$ cat src/ir_tx_pkg.sv
// Package for the infrared pulse-distance transmitter
// Assumes a 125 MHz system clock; all timing counts derive from it
package ir_tx_pkg;

	// ************************************************************
	// Timing
	// ************************************************************
	localparam int unsigned CLK_HZ = 125000000;
	localparam int unsigned CARRIER_HZ = 38000;
	localparam int unsigned CARRIER_CYCLES = CLK_HZ / CARRIER_HZ;
	localparam int unsigned CARRIER_HALF = CARRIER_CYCLES / 2;
	// Times in nanoseconds, as printed
	localparam int unsigned LONG_MARK_NS = 624000;
	localparam int unsigned SHORT_MARK_NS = 562500;
	localparam int unsigned ONE_BIT_NS = 2250000;
	localparam int unsigned ZERO_BIT_NS = 1125000;
	localparam int unsigned LEADER_HALF_NS = 4500000;
	localparam int unsigned CLK_PERIOD_NS = 1000000000 / CLK_HZ;
	// Cycle counts
	localparam int unsigned LONG_MARK_CYC = LONG_MARK_NS / CLK_PERIOD_NS;
	localparam int unsigned SHORT_MARK_CYC = (SHORT_MARK_NS + CLK_PERIOD_NS - 1) / CLK_PERIOD_NS;
	localparam int unsigned ONE_BIT_CYC = ONE_BIT_NS / CLK_PERIOD_NS;
	localparam int unsigned ZERO_BIT_CYC = ZERO_BIT_NS / CLK_PERIOD_NS;
	localparam int unsigned LEADER_HALF_CYC = LEADER_HALF_NS / CLK_PERIOD_NS;
	localparam int unsigned TMR_W = 24;

	// ************************************************************
	// Frame layout and key codes
	// ************************************************************
	localparam int unsigned FRAME_BITS = 32;
	localparam logic [7:0] LONG_VOL_UP = 8'h07;
	localparam logic [7:0] SHORT_VOL_UP = 8'h1f;

	// ************************************************************
	// Types
	// ************************************************************
	typedef enum logic [2:0] {
		ST_IDLE = 3'b000,
		ST_LEAD_MARK = 3'b001,
		ST_LEAD_SPACE = 3'b010,
		ST_BIT = 3'b011,
		ST_END_MARK = 3'b100
	} tx_state_type;

	typedef struct packed {
		logic [15:0] address;
		logic [7:0] command;
	} ir_request_type;

	typedef struct packed {
		logic busy;
		logic bit_done;
		logic mark_done;
	} ir_status_type;

endpackage

$ cat src/ir_pulse_distance_transmitter.sv
// Infrared pulse-distance transmitter: carrier generator, bit timer, sequencer
// Assumes requests synchronous to sys_clk_i; ir_led_o drives the LED stage
// Notes on behaviour
// RULE1: Format chosen by build parameter; long-address format is the default.
// RULE2: Long format sends 16-bit address, 8-bit command, inverted command.
// RULE3: Long format marks are 624 us bursts of 38 kHz carrier.
// RULE4: One bit lasts 2.25 ms, zero bit 1.125 ms, mark then space.
// RULE5: Quarter or third carrier duty recommended; this build uses half.
// RULE6: Long format frame opens with 4.5 ms carrier and 4.5 ms silence.
// RULE7: Short format sends address, inverse address, command, inverse command.
// RULE8: Short format marks are 562.5 us bursts of carrier.
// RULE9: Free-running 38 kHz carrier gated by mark and space timing.
// RULE10: Carrier runs at half duty and raises no events of its own.
// RULE11: Bit timer reloaded per bit; terminal count ends the bit.
// RULE12: Compare event ends the mark; carrier gated off for the rest.
// RULE13: Long format zero is 0.624 ms carrier inside 1.125 ms window.
// RULE14: Terminal-count and compare events both drive the sequencer.
// RULE15: Frame starts only when link not connected and command valid.
// RULE16: Command carries 8-bit key code, e.g. volume-up 0x07 or 0x1f.
// RULE17: Fields go least significant bit first; inverses are complements.
// RULE18: A final mark follows the last bit, then output returns idle.
`timescale 1ns/1ps
`default_nettype none

module ir_pulse_distance_transmitter
	import ir_tx_pkg::*;
#(
	parameter bit short_address_format_select = 1'b0, // [RULE1]
	parameter int unsigned LEADER_CYC = LEADER_HALF_CYC,
	parameter int unsigned ONE_CYC = ONE_BIT_CYC,
	parameter int unsigned ZERO_CYC = ZERO_BIT_CYC,
	parameter int unsigned LONG_MARK = LONG_MARK_CYC,
	parameter int unsigned SHORT_MARK = SHORT_MARK_CYC
)
(
	// Clock and reset
	input wire logic sys_clk_i,
	input wire logic reset_n_i,
	// Request
	input wire logic link_connected_i,
	input wire logic command_valid_i,
	input wire ir_request_type request_i,
	// LED and status
	output logic ir_led_o,
	output ir_status_type status_o
);

	// ************************************************************
	// Reset release
	// ************************************************************
	logic rst_meta_n;
	logic rst_n;

	// Two-stage release of the asynchronous reset
	always_ff @(posedge sys_clk_i or negedge reset_n_i)
	begin
		if (!reset_n_i)
		begin
			rst_meta_n <= 1'b0;
			rst_n <= 1'b0;
		end
		else
		begin
			rst_meta_n <= 1'b1;
			rst_n <= rst_meta_n;
		end
	end

	// ************************************************************
	// Carrier generator
	// ************************************************************
	localparam logic [TMR_W-1:0] CAR_LAST = TMR_W'(CARRIER_CYCLES - 1);
	localparam logic [TMR_W-1:0] CAR_HALF = TMR_W'(CARRIER_HALF);
	localparam logic [TMR_W-1:0] MARK_LEN = short_address_format_select ?
		TMR_W'(SHORT_MARK) : TMR_W'(LONG_MARK); // [RULE3] [RULE8]

	logic [TMR_W-1:0] car_cnt;
	logic [TMR_W-1:0] next_car_cnt;
	logic carrier;

	// Free-running counter, no events raised
	always_comb
	begin
		next_car_cnt = (car_cnt == CAR_LAST) ? '0 : car_cnt + 1'b1; // [RULE9] [RULE10]
	end

	always_ff @(posedge sys_clk_i or negedge rst_n)
	begin
		if (!rst_n)
			car_cnt <= '0;
		else
			car_cnt <= next_car_cnt;
	end

	assign carrier = (car_cnt < CAR_HALF); // [RULE10] [RULE5]

	// ************************************************************
	// Sequencer and bit period timer
	// ************************************************************
	tx_state_type state;
	tx_state_type next_state;
	logic [TMR_W-1:0] bit_period_timer;
	logic [TMR_W-1:0] next_bit_period_timer;
	logic [TMR_W-1:0] period;
	logic [TMR_W-1:0] next_period;
	logic [FRAME_BITS-1:0] shreg;
	logic [FRAME_BITS-1:0] next_shreg;
	logic [5:0] bit_cnt;
	logic [5:0] next_bit_cnt;
	logic gate;
	logic next_gate;
	logic led;
	logic next_led;
	ir_status_type stat;
	ir_status_type next_stat;
	logic tc_event;
	logic cmp_event;
	logic [FRAME_BITS-1:0] frame;

	// Frame assembly, least significant bit leaves first
	always_comb
	begin
		if (short_address_format_select) // [RULE7] [RULE17]
			frame = {~request_i.command, request_i.command,
				~request_i.address[7:0], request_i.address[7:0]};
		else // [RULE2] [RULE17] [RULE16]
			frame = {~request_i.command, request_i.command, request_i.address};
	end

	// Timer events
	assign tc_event = (bit_period_timer == period - 1'b1); // [RULE11] [RULE14]
	assign cmp_event = (bit_period_timer == MARK_LEN - 1'b1); // [RULE12] [RULE14]

	// Next-state logic
	always_comb
	begin
		next_state = state;
		next_bit_period_timer = bit_period_timer + 1'b1;
		next_period = period;
		next_shreg = shreg;
		next_bit_cnt = bit_cnt;
		next_gate = gate;
		next_stat = '0;
		next_stat.busy = (state != ST_IDLE);
		case (state)
			ST_IDLE:
			begin
				next_bit_period_timer = '0;
				next_gate = 1'b0;
				if (!link_connected_i && command_valid_i) // [RULE15]
				begin
					next_shreg = frame;
					next_bit_cnt = '0;
					next_stat.busy = 1'b1;
					if (short_address_format_select)
					begin
						// Short format starts directly with data bits
						next_state = ST_BIT;
						next_period = frame[0] ? TMR_W'(ONE_CYC) : TMR_W'(ZERO_CYC);
						next_gate = 1'b1;
					end
					else
					begin
						next_state = ST_LEAD_MARK; // [RULE6]
						next_period = TMR_W'(LEADER_CYC);
						next_gate = 1'b1;
					end
				end
			end
			ST_LEAD_MARK:
			begin
				if (bit_period_timer == TMR_W'(LEADER_CYC) - 1'b1) // [RULE6]
				begin
					next_bit_period_timer = '0;
					next_gate = 1'b0;
					next_state = ST_LEAD_SPACE;
				end
			end
			ST_LEAD_SPACE:
			begin
				if (bit_period_timer == TMR_W'(LEADER_CYC) - 1'b1)
				begin
					next_bit_period_timer = '0;
					next_period = shreg[0] ? TMR_W'(ONE_CYC) : TMR_W'(ZERO_CYC); // [RULE11]
					next_gate = 1'b1;
					next_state = ST_BIT;
				end
			end
			ST_BIT:
			begin
				if (cmp_event)
				begin
					next_gate = 1'b0; // [RULE12] [RULE13]
					next_stat.mark_done = 1'b1;
				end
				if (tc_event) // [RULE4] [RULE11]
				begin
					next_stat.bit_done = 1'b1;
					next_bit_period_timer = '0;
					next_gate = 1'b1;
					next_shreg = {1'b0, shreg[FRAME_BITS-1:1]};
					next_bit_cnt = bit_cnt + 1'b1;
					if (bit_cnt == 6'(FRAME_BITS - 1))
						next_state = ST_END_MARK; // [RULE18]
					else
						next_period = shreg[1] ? TMR_W'(ONE_CYC) : TMR_W'(ZERO_CYC);
				end
			end
			ST_END_MARK:
			begin
				if (cmp_event) // [RULE18]
				begin
					next_stat.mark_done = 1'b1;
					next_gate = 1'b0;
					next_bit_period_timer = '0;
					next_state = ST_IDLE;
				end
			end
			default:
			begin
				next_state = ST_IDLE;
				next_gate = 1'b0;
			end
		endcase
		// LED is the carrier gated by the mark window
		next_led = next_gate & carrier; // [RULE9]
	end

	always_ff @(posedge sys_clk_i or negedge rst_n)
	begin
		if (!rst_n)
		begin
			state <= ST_IDLE;
			bit_period_timer <= '0;
			period <= '0;
			shreg <= '0;
			bit_cnt <= '0;
			gate <= 1'b0;
			led <= 1'b0;
			stat <= '0;
		end
		else
		begin
			state <= next_state;
			bit_period_timer <= next_bit_period_timer;
			period <= next_period;
			shreg <= next_shreg;
			bit_cnt <= next_bit_cnt;
			gate <= next_gate;
			led <= next_led;
			stat <= next_stat;
		end
	end

	// Outputs straight from flip-flops
	assign ir_led_o = led;
	assign status_o = stat;

endmodule

`default_nettype wire

$ cat config.mk
export PLATFORM = sky130hd
export DESIGN_NAME = ir_pulse_distance_transmitter
export DESIGN_NICKNAME = d
export VERILOG_FILES = /design/src/ir_tx_pkg.sv /design/src/ir_pulse_distance_transmitter.sv
export SDC_FILE = /design/constraint.sdc
export NUM_CORES = 1
export LEC_CHECK = 0
export BUFFER_PORTS_ARGS = -buffer_cell sky130_fd_sc_hd__buf_2
export CORE_ASPECT_RATIO = 1.2
export CORE_MARGIN = 2
export CORE_UTILIZATION = 57
export CTS_BUF_LIST = sky130_fd_sc_hd__clkbuf_8
export DETAILED_ROUTE_END_ITERATION = 12
export GPL_ROUTABILITY_DRIVEN = 0
export PLACE_DENSITY = 0.81
export SLEW_MARGIN = 20
export SYNTH_ARGS = -nofsm -noshare
export SYNTH_HDL_FRONTEND = slang
export SYNTH_SLANG_ARGS = --single-unit
$ cat constraint.sdc
create_clock -name sys_clk_i -period 3 [get_ports sys_clk_i]
set_input_delay 0.3 -clock sys_clk_i [delete_from_list [all_inputs] [get_ports sys_clk_i]]
set_output_delay 0.3 -clock sys_clk_i [all_outputs]
set_load 0.02 [all_outputs]
=== Word level (Yosys, flattened, before mapping) ===
Cells that the tools add are included.

* Add/subtract/negate cells: 4
* $lt $le $gt $ge: 1
* Eq/ne operators: 16
* Mux-type cells: 37
* Bitwise gates (word level): 2
* Reduce and logical (&&, ||, !) cells: 11

{| class="wikitable"
|+ Operators by type and width
! kind !! number
|-
| 24-bit two-way mux || 8
|-
| 24-bit one-hot mux with 4 select lines || 1
|-
| 24-bit one-hot mux with 3 select lines || 1
|-
| 32-bit two-way mux || 2
|-
| 32-bit one-hot mux with 2 select lines || 1
|-
| 24-bit by 1-bit adder with 24-bit output, second input constant || 2
|-
| 19-bit two-way mux || 2
|-
| 24-bit by 12-bit equality test with 1-bit output, second input constant || 1
|-
| 24-bit by 17-bit equality test with 1-bit output, second input constant || 1
|-
| 24-bit by 20-bit equality test with 1-bit output, second input constant || 1
|-
| 24-bit equality test || 1
|-
| 24-bit by 11-bit less-than comparator with 1-bit output, second input constant || 1
|-
| 24-bit by 1-bit subtractor with 24-bit output, second input constant || 1
|-
| 3-bit two-way mux || 6
|-
| 3-bit one-hot mux with 5 select lines || 1
|-
| 2-bit != test, second input constant || 7
|-
| 6-bit two-way mux || 2
|-
| 6-bit one-hot mux with 2 select lines || 1
|-
| 1-bit two-way mux || 11
|-
| 8-bit inverter || 1
|-
| 6-bit by 1-bit adder with 6-bit output, second input constant || 1
|-
| 3-bit by 2-bit equality test with 1-bit output, second input constant || 2
|-
| 6-bit by 5-bit equality test with 1-bit output, second input constant || 1
|-
| 6-bit AND reduction || 1
|-
| other kinds (12) || 14
|}

* Register bits after elaboration: 120
* Output and inout bits: 4

=== Depth between registers and ports, before layout ===
Gate-level depths: netlist of the first run.

* Word-level depth: 5
* Gate-level depth with buffers: 15

=== Least setup slack after synthesis of the first run ===
No wires, ideal clock.

* Path type: reg-to-reg
* Start: reg period[17]
* End: reg shreg[10]
* Library setup time: 0.125 ns
* Arrival time: 3.063 ns
* Required time: 2.875 ns
* Slack: -0.188 ns
* Stages on the path, launching flop included: 16
* Buffers on the path: 4
* Cells stage by stage: dfrtp_1 > buf_2 > inv_1 > ha_1 > ha_1 > clkbuf_1 > nor4b_1 > or4_1 > nand3_1 > nand4_1 > or4_1 > buf_6 > inv_8 > nor2_4 > buf_12 > mux2_4

* Word-level cells in the longest chain between the ends: 4

{| class="wikitable"
|+ RTL lines
! item !! RTL line !! source
|-
| start, declared || ir_pulse_distance_transmitter.sv:104 || <nowiki>logic [TMR_W-1:0] period;</nowiki>
|-
| start signal, assigned || ir_pulse_distance_transmitter.sv:246 || <nowiki>period <= next_period;</nowiki>
|-
| 24-bit by 1-bit subtractor with 24-bit output || ir_pulse_distance_transmitter.sv:131 || <nowiki>assign tc_event = (bit_period_timer == period - 1'b1);</nowiki>
|-
| 24-bit equality test || ir_pulse_distance_transmitter.sv:131 ||
|-
| 2-bit != test (no line) || -- ||
|-
| 3-bit AND reduction (no line) || -- ||
|-
| end signal, assigned || ir_pulse_distance_transmitter.sv:247 || <nowiki>shreg <= next_shreg;</nowiki>
|-
| end, declared || ir_pulse_distance_transmitter.sv:106 || <nowiki>logic [FRAME_BITS-1:0] shreg;</nowiki>
|}

No other way between the ends.
A chain may end at the register's enable or synchronous reset.

=== Final worst setup path of the first run ===
* Start: reg period[17]
* End: reg shreg[9]

The elaborated chain is that of the path after synthesis.

==> summary.txt, run 1 <==
result of the run: completed
proportion of layout cells with a drive suffix above 1: 25.6%
synthesized instance count: 555
number of global-route vias before repair: 4487
average cell area after synthesis: 10.2 um2
CTS Root Cell: sky130_fd_sc_hd__clkbuf_8
startpoint-to-endpoint class of the critical path: flip-flop to flip-flop
number of detailed-route iterations in the first pass: 4
Vert. Die Dim: 113 um
most used flip-flop cell after synthesis: sky130_fd_sc_hd__dfrtp_1
clock latency on the worst-skew pair: 0.38 ns
num ports: 32
Arr. time, crit path: 3.15 ns
Total Power Consumption: 2.33 mW
max incr delay on CP: 0.57 ns
hold violation count in the final report: 0
leading cell type in the layout, fill and taps excluded: sky130_fd_sc_hd__dfrtp_1
total number of H-tree levels: 3
area of the core: 9610 um2
initial antenna violation count: 0
Setup crit start kind: flip-flop
worst clock skew: 0.0121 ns
worst-path maximum fanout: 8
Initial Utilization: 59.0%
element type at the critical path end: flip-flop
area growth from synthesis to layout: 13.0%
full die area: 10800 um2
max-capacitance violation count: 0
hold path endpoint: shreg[31]
detailed placer's ending HPWL: 8520 um
beginning of the critical path: period[17]
total of fill cells in the finished design: 711
Total Routed Length: 12100 um
total number of vias: 4352
final critical delay including setup and external delays: 2.88 ns
class of the tightest hold or removal check: input pin to flip-flop
chip width: 95.0 um
number of input and output port buffers inserted: 31
clock net sink count: 100
wire length of the first global-routing pass: 20600 um
critical path data required time: 3.27 ns
Ys Warns: 0
Clock Path Buffers: 2
Max Transition Viols Final: 0
depth of the most critical reg-to-reg path: 12
Max transition margin: 55.8%
worst reg2reg path startpoint: period[17]
Critical Path, Cell by Cell: inv_2, ha_4, ha_1, buf_4, xor2_1, xnor2_1, and3_1, nand4_1, or4_4, inv_8, nor2_2, mux2_4
Final setup violation count: 0
sequential element share of the synthesized area: 44.1%
register-to-register setup slack: 0.12 ns
largest voltage drop on the vdd net: 264 uV
vias per std cell: 5.94
total CTS buffers: 9
pin count of the biggest net entering global routing: 53
number of enable-type register cells in the synthesized netlist: 0
pwr dens: 363 nW/um2
remaining global-route overflow: 0
tightest hold margin: 0.120 ns
Hold Startpoint: request_i[7]
worst hold path cell count: 2
area of the multi-input gates: 2960 um2
Crit-path slowest cell: sky130_fd_sc_hd__or4_4
area taken by flip-flops and latches: 2510 um2
TritonCTS clock tree: done
commonest cells after routing, fill and taps aside: sky130_fd_sc_hd__dfrtp_1, sky130_fd_sc_hd__nor2_1, sky130_fd_sc_hd__buf_4
count of state elements after synthesis: 100
FMAX: 0.347 GHz
final worst-path cycle share: 96.1%
Syn Nets: 590
Post-Route Setup TNS: 0 ns
DR iter-0 viols: 193
Slew @ Worst Pin: 0.663 ns
post-layout util: 66.7%
detailed-route DRC error count: 0
ys async rst share: 100%
layout net count: 640
FF-to-FF End: shreg[9]
DRT antenna net count: 0
Antenna diodes: 0
WL/cell: 16.6 um
post-synthesis cell area: 5670 um2
leakage power summed over all cells: 3.11 nW
Post-CTS Setup Repair Bufs: 0
count of cell types in the netlist: 62
clk slew on worst S/H paths: 0.09 ns
Rows: 39
GR Util All Layers: 24.1%
==> what timing repair did <==
item,in CTS,in global routing
endpoints found under the setup margin,43,31
pin swaps,1,0
endpoints found under the hold margin,2,0
hold buffers,1,0
resized for setup,3,6
gates cloned,2,0
==> cell usage after synthesis (4+ instances only) <==
cell                         n  share of area [%]
sky130_fd_sc_hd__dfrtp_1   100                 44
sky130_fd_sc_hd__nor2_1     60                4.0
sky130_fd_sc_hd__nand2_1    33                2.2
sky130_fd_sc_hd__nand3_1    31                2.7
sky130_fd_sc_hd__mux2_2     30                6.0
sky130_fd_sc_hd__xnor2_1    29                4.5
sky130_fd_sc_hd__inv_1      27                1.8
sky130_fd_sc_hd__mux2_4     26                6.9
sky130_fd_sc_hd__xor2_1     25                3.9
sky130_fd_sc_hd__nand4_1    19                2.1
sky130_fd_sc_hd__clkbuf_1   18                1.2
sky130_fd_sc_hd__a21oi_1    17                1.5
sky130_fd_sc_hd__nor3_1      9               0.79
sky130_fd_sc_hd__o21ai_0     9               0.79
sky130_fd_sc_hd__nor2b_1     8               0.88
sky130_fd_sc_hd__nor4_1      8               0.88
sky130_fd_sc_hd__and3_1      7               0.77
sky130_fd_sc_hd__and4_1      7                1.1
sky130_fd_sc_hd__buf_2       7               0.62
sky130_fd_sc_hd__ha_1        7                1.5
sky130_fd_sc_hd__and2_1      5               0.55
sky130_fd_sc_hd__buf_6       4               0.79
sky130_fd_sc_hd__nor4b_1     4               0.62
sky130_fd_sc_hd__o31ai_1     4               0.53
sky130_fd_sc_hd__or4_1       4               0.53
==> sequential cells by signal, indices dropped and copies added, names as in the netlist <==
signal	cells
rst_n	1
gate	1
status_o	3
bit_cnt	6
car_cnt	24
bit_period_timer	24
state	3
ir_led_o	1
period	4
shreg	32
rst_meta_n	1
==> metal layers <==
layer / vias up / GRT usage [%] / wire, um
li1: 2055 / - / -
met1: 2147 / 30.0 / 5170
met2: 120 / 41.0 / 6120
met3: 30 / 3.40 / 470
met4: 0 / 11.3 / 376
met5: - / 0 / 0
==> per-stage QoR <==
stage / std cells / setup WS, ns / area [um2]
global route: 733 / -0.0417 / 6410
floorplan: 555 / 0.00816 / 5710
detailed placement: 714 / -0.378 / 6110
global placement: 714 / -0.230 / 6110
finish: 733 / 0.118 / 6410
CTS: 733 / 0.0506 / 6360
==> worst max-delay path by stage <==
stage               cells after the start         end  slack, ns
CTS                                    12  bit_cnt[4]       0.05
floorplan                               0  bit_cnt[0]      0.008
global placement                        9    shreg[2]      -0.23
detailed placement                     11    shreg[2]      -0.38
finish                                 12    shreg[9]       0.12
global route                           13  bit_cnt[4]      -0.04
==> where the power goes <==
group	internal (mW)	switching, mW	leakage (nW)
Clock	0.435	0.478	0.111
Sequential	1.35	0.0131	1.34
Combinational	0.0294	0.0260	1.66
==> cell type report <==
type                            instances  area share, %
Inverter                               28           1.76
Clock inverter                          5          0.937
Timing Repair Buffer                   69           7.30
Clock buffer                           11           2.36
Multi-Input combinational cell        397           46.1
Tap cell                              123           2.40
Sequential cell                       100           39.1
==> kinds of logic after synthesis <==
family          after synthesis  synth area share (%)
flops                       100                  44.1
xor+xnor                     54                  8.34
simple gates                211                  19.5
mux                          59                  13.4
other cells                   1                0.0661
buf+inv                      60                  5.36
compound gates               63                  7.70
fa+ha+maj                     7                  1.54
==> worst max-delay path: cells and delay by family, from the launching register on <==
kind | cells | cell delay, ns
and+or+nand+nor | 4 | 1.01
adders and majority gates | 2 | 0.37
xor gates and xnor gates | 2 | 0.33
buffers and inverters | 3 | 0.34
DFF | 1 | 0.40
muxes | 1 | 0.33
Power figures use the tool's default switching activity.
==> run 2: changes to the inputs <==
Settings changed: PLACE_DENSITY 0.81 to unset, PLACE_DENSITY_LB_ADDON set to 0.15.
==> summary.txt, run 2 (same netlist as run 1, synthesis figures left out) <==
commonest cells after routing, fill and taps aside: sky130_fd_sc_hd__dfrtp_1, sky130_fd_sc_hd__nor2_1, sky130_fd_sc_hd__buf_4
critical path data required time: 3.26 ns (about the same)
element type at the critical path end: flip-flop
Max Transition Viols Final: 0 (unchanged)
post-layout util: 66.9% (+0.26 points)
full die area: 10800 um2 (unchanged)
hold violation count in the final report: 0 (unchanged)
library cell appearing most often on the critical path: sky130_fd_sc_hd__ha_4
register bank with the most flops: shreg
pin count of the biggest net entering global routing: 54 (+1.9%)
WL/cell: 16.6 um (about the same)
clk slew on worst S/H paths: 0.10 ns (about the same)
startpoint-to-endpoint class of the critical path: flip-flop to flip-flop
remaining global-route overflow: 0 (unchanged)
wire length of the first global-routing pass: 20600 um (about the same)
num ports: 32 (unchanged)
number of detailed-route iterations in the first pass: 5 (+1)
total number of H-tree levels: 3 (unchanged)
class of the tightest hold or removal check: input pin to flip-flop
Total Routed Length: 12200 um (+0.48%)
Post-DP Area: 6160 um2 (+0.70%)
Clock Path Buffers: 2 (unchanged)
area of the core: 9610 um2 (unchanged)
largest voltage drop on the vdd net: 195 uV (-26%)
clock latency on the worst-skew pair: 0.37 ns (about the same)
area growth from synthesis to layout: 13.5%
clock net sink count: 100 (unchanged)
total CTS buffers: 9 (unchanged)
Antenna diodes: 0 (unchanged)
Critical Path, Cell by Cell: inv_2, ha_4, ha_4, xnor2_1, or3_1, a32oi_1, nand4_1, or4_4, inv_8, nor2_4, buf_16, mux2_4
largest registers: shreg (32), bit_period_timer (24), car_cnt (24)
CP Buf/Inv Count: 3 (unchanged)
Initial Utilization: 59.0% (unchanged)
Arr. time, crit path: 3.17 ns (+0.02 ns)
chip width: 95.0 um (unchanged)
Slew @ Worst Pin: 0.703 ns (+0.0401 ns)
RSZ-0062 raised after global routing: false
DRT antenna net count: 0 (unchanged)
number of input and output port buffers inserted: 31 (unchanged)
Max transition margin: 53.1% (-2.7 points)
Layout Cell Area excl Fill: 6430 um2 (+0.39%)
max reg flops: 32 (unchanged)
TritonCTS clock tree: done
gate family responsible for the most delay along the worst path: simple AND/OR/NAND/NOR gates
pwr dens: 358 nW/um2 (-1.5%)
total number of vias: 4307 (-1.0%)
final worst-path cycle share: 97.0% (+0.95 points)
proportion of layout cells with a drive suffix above 1: 25.6% (+0.038 points)
Crit-path slowest cell: sky130_fd_sc_hd__or4_4
leading cell type in the layout, fill and taps excluded: sky130_fd_sc_hd__dfrtp_1
max-capacitance violation count: 0 (unchanged)
max incr delay on CP: 0.49 ns (-0.08 ns)
Vert. Die Dim: 113 um (unchanged)
detailed-route DRC error count: 0 (unchanged)
layout net count: 643 (+0.47%)
DR iter-0 viols: 412 (+110%)
Setup crit start kind: flip-flop
GR Util All Layers: 24.5% (+0.42 points)
number of global-route vias before repair: 4208 (-6.2%)
worst-path maximum fanout: 16 (+8)
Final setup violation count: 0 (unchanged)
initial antenna violation count: 0 (unchanged)
vias per std cell: 5.85 (-1.4%)
leakage power summed over all cells: 3.13 nW (+0.76%)
result of the run: completed
final critical delay including setup and external delays: 2.91 ns (+0.0285 ns)
worst clock skew: 0.0113 ns (-0.000845 ns)
CTS Root Cell: sky130_fd_sc_hd__clkbuf_8
detailed placer's ending HPWL: 8570 um (+0.54%)
FMAX: 0.344 GHz (-0.98%)
Rows: 39 (unchanged)
run 2: cell types whose count changed in the layout (fill, tap and decap cells not counted), sizes merged:
cell,previous run,this run
buf,68,73
clkbuf,11,10
inv,30,31
nor2,63,61
run 2: cell type report:
cell class | instances | area, um2
clock inverters | 6 | 63.8
repair buffers | 74 | 538
well taps | 123 | 154
flip-flops and latches | 100 | 2510
fillers | 762 | 3180
inverters | 28 | 113
clock buffers | 10 | 138
multi-input cells | 395 | 2920
run 2: report_power, final:
group | switching [mW] | internal [mW] | total, mW
clock network | 0.480 | 0.409 | 0.889
logic | 0.0232 | 0.0293 | 0.0524
registers | 0.0140 | 1.35 | 1.36
run 2: final timing paths:
| kind | endpoint | from | depth (start not counted) | slack (ns) |
|---|---|---|---|---|
| min | shreg[31] | request_i[7] | 2 | 0.12 |
| max reg2reg | shreg[16] | period[17] | 12 | 0.09 |
| min in group asynchronous | rst_n | reset_n_i | 2 | 0.24 |
| min reg2reg | rst_n | rst_meta_n | 0 | 0.37 |
| max in group asynchronous | bit_period_timer[12] | rst_n | 1 | 1.93 |
| max | shreg[16] | period[17] | 12 | 0.09 |
run 2: stage by stage:
step                hold slack [ns]  instances  TNS, ns  worst slack (ns)  power [mW]
global placement             0.0836        716    -4.99            -0.221        1.44
global route                  0.121        736        0            0.0140        2.40
finish                        0.116        736        0            0.0891        2.30
detailed placement           0.0867        717    -1.71            -0.115        1.44
CTS                          0.0976        735        0            0.0438        2.33
floorplan                   0.00441        555        0           0.00816        1.41
run 2: layer usage:
layer  up-vias  GRT usage, %  share of wire [%]
met5         -             0                  0
met3        34          3.33                4.1
met4         0          11.9                3.3
li1       2064             -                  -
met1      2075          32.4                 44
met2       134          39.6                 49
run 2: worst reg2reg max path, delay by kind of cell, from the launching register on:
kind                       cells  cell delay (ns)
muxes                          1             0.31
DFF                            1             0.37
and+or+nand+nor                4             1.03
AOI/OAI and AO/OA              1             0.25
xor gates and xnor gates       1             0.16
adders and majority gates      2             0.36
buffers and inverters          3             0.31
run 2: timing repair:
action | 4_1_cts | 5_1_grt
pin swaps | 1 | 2
gates resized for setup | 2 | 4
setup buffers | 1 | 1
endpoints found under the hold margin | 2 | 0
hold buffers | 1 | 0
endpoints found under the setup margin | 19 | 61
